[config.mk]
export PLATFORM = sky130hd
export DESIGN_NAME = oss_core
export DESIGN_NICKNAME = d
export VERILOG_FILES = /design/src/design/oss_pkg.sv /design/src/design/oss_edge_if.sv /design/src/design/oss_sync.sv /design/src/design/oss_core.sv
export SDC_FILE = /design/constraint.sdc
export NUM_CORES = 1
export LEC_CHECK = 0
export BUFFER_PORTS_ARGS = -buffer_cell sky130_fd_sc_hd__clkbuf_2
export CAP_MARGIN = 20
export CORE_UTILIZATION = 55
export CTS_BUF_LIST = sky130_fd_sc_hd__clkbuf_4 sky130_fd_sc_hd__clkbuf_8
export CTS_CLUSTER_DIAMETER = 80
export DETAILED_ROUTE_END_ITERATION = 8
export PLACE_DENSITY = 0.8
export SLEW_MARGIN = 20
export SYNTH_ARGS = -nofsm -noshare
export SYNTH_HDL_FRONTEND = slang
export SYNTH_SLANG_ARGS = --single-unit
[constraint.sdc]
create_clock -name mclk -period 2.8 [get_ports mclk]
set_clock_uncertainty 0.2 [all_clocks]
set_input_delay 0.28 -clock mclk [delete_from_list [all_inputs] [get_ports mclk]]
set_output_delay 0.28 -clock mclk [all_outputs]
set_load 0.005 [all_outputs]
[src/design/oss_pkg.sv]
package oss_pkg;
  localparam int OSS_WIDTH = 8;
  localparam logic [7:0] OSS_ALL_OFF = 8'hFF;
  localparam logic [7:0] OSS_SHIFT_RESET = 8'h00;
  localparam int OSS_CLK_MHZ = 25;
  localparam int OSS_FAULT_DELAY_US = 100;
  localparam int OSS_FAULT_DELAY_CYC = OSS_FAULT_DELAY_US * OSS_CLK_MHZ;
  localparam int OSS_DLY_W = 12;
  typedef enum logic [1:0] {OSS_IDLE, OSS_FRAME} oss_state_type;
endpackage

[src/design/oss_edge_if.sv]
`timescale 1ns/1ns
interface oss_edge_if;
  logic sel_fall;
  logic sel_rise;
  logic sck_fall;
  logic sck_rise;
  logic sel_low;
  modport src (output sel_fall, output sel_rise, output sck_fall, output sck_rise, output sel_low);
  modport dst (input sel_fall, input sel_rise, input sck_fall, input sck_rise, input sel_low);
endinterface

[src/design/oss_sync.sv]
`timescale 1ns/1ns
module oss_sync
  import oss_pkg::*;
(
  // clock and reset
  input wire logic mclk,
  input wire logic rst_n,
  // pins
  input wire logic cs_n,
  input wire logic sclk,
  input wire logic si,
  // synchronised
  output logic si_sync,
  oss_edge_if.src edges
);
  logic [2:0] cs_meta_reg;
  logic [2:0] sck_meta_reg;
  logic [1:0] si_meta_reg;
  // ************************
  // two-stage sync; select and clock also get an edge history flop, si does not
  // ************************
  // select sync stays out of reset so reset never touches the so driver
  always_ff @(posedge mclk) begin
    cs_meta_reg <= {cs_meta_reg[1:0], cs_n};
  end
  always_ff @(posedge mclk or negedge rst_n) begin
    if (!rst_n) begin
      sck_meta_reg <= 3'h0;
      si_meta_reg <= 2'h0;
    end else begin
      sck_meta_reg <= {sck_meta_reg[1:0], sclk};
      si_meta_reg <= {si_meta_reg[0], si};
    end
  end
  assign si_sync = si_meta_reg[1];
  assign edges.sel_low = ~cs_meta_reg[1];
  assign edges.sel_fall = cs_meta_reg[2] & ~cs_meta_reg[1];
  assign edges.sel_rise = ~cs_meta_reg[2] & cs_meta_reg[1];
  assign edges.sck_fall = sck_meta_reg[2] & ~sck_meta_reg[1];
  assign edges.sck_rise = ~sck_meta_reg[2] & sck_meta_reg[1];
endmodule

[src/design/oss_core.sv]
`timescale 1ns/1ns
module oss_core
  import oss_pkg::*;
(
  // clock and reset
  input wire logic mclk,
  input wire logic rst_n,
  // serial link
  input wire logic cs_n,
  input wire logic sclk,
  input wire logic si,
  output logic so_o,
  output logic so_oe,
  // power stage
  input wire logic [7:0] drain_high,
  input wire logic [7:0] short_det,
  input wire logic load_supply_ov,
  input wire logic short_protect_disable,
  output logic [7:0] out_on,
  output logic [7:0] current_limit,
  output logic open_load_en
);
  oss_edge_if edges();
  logic si_s;
  logic [7:0] shift_reg, shift_next;
  logic [7:0] latch_reg, latch_next;
  logic [7:0] shut_reg, shut_next;
  logic [7:0] shut_keep;
  logic so_reg, so_next;
  logic ov_seen_reg;
  logic [OSS_DLY_W-1:0] dly_reg;
  logic [7:0] status_word;
  oss_state_type state_reg, state_next;

  oss_sync u_sync (
    .mclk(mclk),
    .rst_n(rst_n),
    .cs_n(cs_n),
    .sclk(sclk),
    .si(si),
    .si_sync(si_s),
    .edges(edges)
  );

  // ************************
  // selection
  // ************************
  // status: high when drain high (off); overvoltage forces all ones
  assign status_word = ov_seen_reg ? OSS_ALL_OFF : drain_high;
  assign state_next = edges.sel_fall ? OSS_FRAME : (edges.sel_rise ? OSS_IDLE : state_reg);
  // capture on select fall, shift msb-first on falling clock only inside a frame
  assign shift_next = edges.sel_fall ? status_word :
                      (state_reg == OSS_FRAME && edges.sck_fall) ?
                      {shift_reg[6:0], si_s} : shift_reg;
  // so shows msb; updated on rising clock, bits beyond eight chain out
  assign so_next = edges.sel_fall ? status_word[7] :
                   (state_reg == OSS_FRAME && edges.sck_rise) ? shift_reg[7] : so_reg;
  assign latch_next = edges.sel_rise ? shift_reg : latch_reg;
  // protect disabled: keep on and limit; else latch the affected output off until next update
  // set wins: a short present at the update edge relatches at once, no glitch on
  assign shut_keep = edges.sel_rise ? 8'h00 : shut_reg;
  assign shut_next = short_protect_disable ? shut_keep : (shut_keep | short_det);
  assign out_on = ~latch_reg & ~shut_reg & {8{~load_supply_ov}};
  assign current_limit = short_det & out_on & {8{short_protect_disable}};
  assign open_load_en = (dly_reg == '0);
  assign so_oe = edges.sel_low;
  assign so_o = so_reg;

  // ************************
  // registers loaded by reset: latch to all ones (all off), the others cleared
  // ************************
  always_ff @(posedge mclk or negedge rst_n) begin
    if (!rst_n) begin
      shift_reg <= OSS_SHIFT_RESET;
      latch_reg <= OSS_ALL_OFF;
      shut_reg <= 8'h00;
      state_reg <= OSS_IDLE;
    end else begin
      shift_reg <= shift_next;
      latch_reg <= latch_next;
      shut_reg <= shut_next;
      state_reg <= state_next;
    end
  end

  // ************************
  // serial out data: reset-independent
  // ************************
  always_ff @(posedge mclk) begin
    so_reg <= so_next;
  end

  // ************************
  // overvoltage flag and fault delay
  // ************************
  always_ff @(posedge mclk or negedge rst_n) begin
    if (!rst_n) begin
      ov_seen_reg <= 1'b0;
      dly_reg <= '0;
    end else begin
      // set wins: a new overvoltage overrides clearing after report
      if (load_supply_ov) begin
        ov_seen_reg <= 1'b1;
      end else if (edges.sel_rise) begin
        ov_seen_reg <= 1'b0;
      end
      if (edges.sel_rise) begin
        dly_reg <= OSS_DLY_W'(OSS_FAULT_DELAY_CYC);
      end else if (dly_reg != '0) begin
        dly_reg <= dly_reg - 1'b1;
      end
    end
  end
endmodule

# Yosys cells after proc, flatten, opt, wreduce, memory -nomap -nowiden
# Cells that the tools add are included.
# W data, S select, Z words.
[totals] reg_bits=48 input_bits=23 output_inout_bits=19 elab_cells=50
[op_classes] n_addsub=1 eq_ne=1 muxes=13 bitwise=16 n_reduce_logical=9
[ops] op="$mux W8" count=5
[ops] op="$and A8 B8 Y8" count=4
[ops] op="$mux W12" count=2
[ops] op="$not A8 Y8" count=2
[ops] op="$logic_not A12 Y1" count=1
[ops] op="$reduce_bool A12 Y1" count=1
[ops] op="$sub A12 B1 Y12 const B" count=1
[ops] op="$reduce_bool A2 Y1" count=5
[ops] op="$or A8 B8 Y8" count=1
[ops] op="$not A1 Y1" count=5
[ops] op="$and A1 B1 Y1" count=4
[ops] op="$mux W1" count=4
[ops] op="$mux W2" count=2
[ops] op="$eq A2 B1 Y1 const B" count=1
[ops] op="$logic_and A1 B1 Y1" count=2

# Depth between registers and ports, before layout
[depth] depth_word=5 depth_mapped=7 ltp_nobuf=6

# Cells and area by module
# A second synthesis with hierarchy kept.
[unflattened] hier_cells=171 hier_area_um2=2060.7
[by_module_without_submodules] mod="oss_core" n_inst=1 cells_per_inst=158 area_per_inst_um2=1841.8 seq_area_each_um2=991.0
[by_module_without_submodules] mod="oss_sync" n_inst=1 cells_per_inst=13 area_per_inst_um2=219.0 seq_area_each_um2=185.2

# Worst setup path after synthesis
# No wires, ideal clock.
[synth_timing] path_kind="register -> register" start="register dly_reg[0]" end="register dly_reg[8]" setup_ns=0.134 arrival_time_ns=1.620 t_required_ns=2.466 path_slack_ns=0.846 path_stages_with_launch=8 n_path_buf=1 period_less_slack_ns=1.954 cell_sequence="dfrtp_1 > inv_1 > ha_1 > or3b_1 > buf_2 > a2111oi_2 > xnor2_1 > nand2_1"
[synth_via] elab_chain_len=3 elab_cells_between_ends=5 classes_between="add/sub: 1; mux: 2; reduce/logical: 2"
[synth_rtl] item="start: declaration" line="oss_core.sv:31" rtl="logic [OSS_DLY_W-1:0] dly_reg;"
[synth_rtl] item="start signal: assignment" line="oss_core.sv:108" rtl="dly_reg <= OSS_DLY_W'(OSS_FAULT_DELAY_CYC);"
[synth_rtl] item="start signal: assignment" line="oss_core.sv:110" rtl="dly_reg <= dly_reg - 1'b1;"
[synth_rtl] item="$sub A12 B1 Y12" line="oss_core.sv:110"
[synth_rtl] item="$mux W12" line="oss_core.sv:109" rtl="end else if (dly_reg != '0) begin"
[synth_rtl] item="$mux W12" line="oss_core.sv:107" rtl="if (edges.sel_rise) begin"
# Several ways; a longest one is shown, not always the timed one. The select of a mux whose other input is x is not followed.
# A chain may end at the register's enable or synchronous reset.

# Worst setup path after layout
[layout_timing] start="register dly_reg[0]" end="output port open_load_en"
[layout_via] elab_chain_len=1
[layout_rtl] item="$logic_not A12 Y1" line="oss_core.sv:65" rtl="assign open_load_en = (dly_reg == '0);"
[layout_rtl] item="end: declaration" line="oss_core.sv:21" rtl="output logic open_load_en"
# Every way passes these cells.

==> impl_metrics.yaml <==
detailed_routing:
  routed_via_density: 5.82
  antenna_left: 0
  vias: 1566
  routed_wl_um: 4470
  met1Wirelength_um: 1900
  detail_route.wl_per_cell_um: 16.6
  dr.pass1.iters: 4
  route.met3.wl_um: 223
  dr_wl_met2_um: 2170
  drtIter0Drc: 94
  top_layer: "met4"
  drc_errors: 0
sta:
  worstMarginPinSlew_ps: 909
  setup_viol: 0
  timing.final.crit_period_ps: 2340
  finalHoldViolations: 0
  tns_ps: 0
  maxSlewViolCount: 0
  max_freq_ghz: 0.427
  max-slew-margin-rel_pct: 39.4
  grt_setup_unrepaired: "no"
  fin_crit_sh_pct: 83.5
clock_network:
  htreeDepth: 2
  cts.clk_slew.worst_paths_ps: 80
  postCtsSetupBuffers: 0
  hold_buffers: 8
  cts_tree: "done"
  clock-sinks: 47
  clkLatencyLatePin_ps: 300
  ctsResizeCount: 0
  clock_path_buffers: 2
  numCtsBuffers: 5
  ctsRootBufferMaster: "clkbuf_8"
grt:
  overflow: 0
  grt_pass1_wl_um: 7220
  antenna_found_initial: 0
  track_usage_pct: 24.0
  grt_pass1_vias: 1523
  grt_max_degree: 44
setup_path:
  cp.buffers_inverters: 2
  slowest_delay_ps: 410
  cp_max_fo: 6
  r2r_slack_ps: 680
  endpoint_kind: "primary output"
  cp_cell_sequence: "inv_1 -> ha_1 -> nor2b_1 -> and4_1 -> clkbuf_2"
  worst_ep_required_time_ps: 2320
  crit_slowest_cell: "dfrtp_1"
  regToRegEndpoint: "dly_reg[5]"
  cp.arrival_ps: 1860
  critPathKind: "flop to primary output"
  reg2reg_depth: 6
  worstSetupStartpoint: "dly_reg[0]"
  critical_path.top_delay_family: "simple AND/OR/NAND/NOR gates"
  critical_path.startpoint_type: "flop"
  r2r-start: "dly_reg[0]"
synthesis:
  postSynthAreaPerCell_um2: 12.4
  yosysWarningCount: 0
  synth_cell_type_count: 43
  synth_nets: 196
  ys_seq_area_share_pct: 56.2
  ys_ff_latch: 47
  netlist_instances: 169
  syn-cell-area_mm2: 0.00209
worst_hold_path:
  hold_depth: 2
  whs_endpoint: "shift_reg[1]"
  min_from: "drain_high[1]"
  worstHoldPathType: "input pin to flop"
cells_and_area:
  largest_reg_flops: 12
  diodes: 0
  drive_gt1_share_pct: 37.6
  area.growth.synth_to_final_pct: 21.8
  nets: 247
  multiInputGateArea_um2: 852
  fillers: 263
  finish.utilization_pct: 69.6
  seq_area_mm2: 0.00118
placed_design:
  dpl.hpwl_um: 3120
  io_buffers: 41
  routabilityCongestion: 0.880
floorplanning:
  die_w_um: 63.7
  die_area_mm2: 0.00406
  initial_core_util_pct: 57.2
  rows: 22
  chipHeight_um: 63.7
  design.core.area_mm2: 0.00366
  ioPinCount: 42
status:
  outcome: "finished, final reports clean"
power_and_ir_drop:
  ir_drop_mv: 0.406
  p_total_mw: 1.70
  leakagePower_nw: 1.09
  p_per_area_mw_per_mm2: 668
flow_run:
  maxCapViolCount: 0
kinds of logic (layout without fill, tap and decap cells):
family	count (synthesis)	count (layout)	synth area share [%]
compound gates	36	36	13.7
mux	19	19	10.3
xor+xnor	3	3	1.26
flops	47	47	56.2
buf+inv	16	68	3.11
fa+ha+maj	4	4	2.39
simple gates	44	44	13.0
how the worst max path moves through the flow:
stage	end	slack, ps	cells past startpoint
after floorplan	dly_reg[8]	850	7
after global placement	dly_reg[5]	800	6
after detailed placement	dly_reg[5]	700	6
after CTS	open_load_en	450	5
after global routing	open_load_en	290	5
final	open_load_en	460	5
layer usage:
| layer | track usage [%] | vias up |
|---|---|---|
| met1 | 29.9 | 756 |
| met3 | 6.70 | 20 |
| met4 | 13.4 | 0 |
| li1 | - | 726 |
| met2 | 37.4 | 64 |
| met5 | 0 | - |
worst register-to-register path: cells and delay by family, from the launching register on:
family,cells,cell delay [ps]
and+or+nand+nor,3,770
DFF,1,410
muxes,1,320
adders and majority gates,1,190
buffers and inverters,1,120
layout by cell type (no fill, tap or decap), drive strengths merged, types with 2 or more instances in the layout:
cell	netlist	layout
clkbuf	6	46
dfrtp	35	35
mux2	18	18
dlygate4sd3	0	10
nor3	9	9
inv	8	8
and3	8	8
a22o	8	8
nor2	8	8
o22a	8	8
dfstp	8	8
a21oi	7	7
o31ai	5	5
ha	4	4
nor2b	3	3
dfxtp	3	3
nor4	3	3
nand2b	2	2
or3	2	2
xnor2	2	2
nand2	2	2
buf	2	2
Yosys cell counts:
| cell type | number | area (µm²) |
|---|---|---|
| nor4_2 | 1 | 12.5 |
| dfxtp_1 | 3 | 60.1 |
| nor3b_2 | 1 | 12.5 |
| dfstp_2 | 8 | 210 |
| a21oi_1 | 7 | 35.0 |
| or3_1 | 2 | 12.5 |
| nor2b_1 | 3 | 18.8 |
| a22o_1 | 8 | 70.1 |
| clkbuf_1 | 6 | 22.5 |
| nand3_1 | 1 | 5.00 |
| and3_1 | 8 | 50.1 |
| inv_1 | 8 | 30.0 |
| o22a_1 | 8 | 70.1 |
| a2111oi_2 | 1 | 15.0 |
| o311ai_1 | 1 | 8.76 |
| mux2_4 | 1 | 15.0 |
| or2_2 | 1 | 6.26 |
| nand3b_1 | 1 | 7.51 |
| o211ai_2 | 1 | 12.5 |
| a211oi_1 | 1 | 7.51 |
| or4_1 | 1 | 7.51 |
| nand2_1 | 2 | 7.51 |
| xor2_1 | 1 | 8.76 |
| buf_2 | 1 | 5.00 |
| buf_4 | 1 | 7.51 |
| mux2_2 | 17 | 191 |
| mux2i_1 | 1 | 10.0 |
| edfxtp_1 | 1 | 30.0 |
| and4_1 | 1 | 8.76 |
| a311oi_1 | 1 | 8.76 |
| o31ai_1 | 5 | 37.5 |
| nor4_4 | 1 | 21.3 |
| ha_1 | 4 | 50.1 |
| a21o_1 | 1 | 7.51 |
| nor3_1 | 9 | 45.0 |
| dfrtp_1 | 35 | 876 |
| nor4_1 | 1 | 6.26 |
| xnor2_1 | 2 | 17.5 |
| a31o_2 | 1 | 8.76 |
| nand2b_1 | 2 | 12.5 |
| or3b_1 | 1 | 8.76 |
| nor2_1 | 8 | 30.0 |
| o21ai_0 | 1 | 5.00 |
power breakdown:
part / total [mW] / internal (mW) / switching, mW
registers: 0.892 / 0.790 / 0.102
logic: 0.305 / 0.154 / 0.150
clock network: 0.507 / 0.289 / 0.219
stage by stage:
| step | hold WS (ps) | std cells | instance area [µm²] | worst slack [ps] |
|---|---|---|---|---|
| floorplan | -216 | 169 | 2090 | 846 |
| global route | 2.41 | 269 | 2550 | 290 |
| global placement | 115 | 251 | 2330 | 797 |
| detailed placement | 115 | 251 | 2330 | 703 |
| CTS | 0.911 | 267 | 2530 | 450 |
| finish | 8.62 | 269 | 2550 | 461 |
cell type report:
type	count	area share, %
flip-flops and latches	47	46.1
multi-input cells	106	33.4
repair buffers	52	12.3
clock buffers	6	3.24
well taps	48	2.36
clock inverters	2	1.37
inverters	8	1.18
Note: power is estimated with default switching activity, not from simulation.
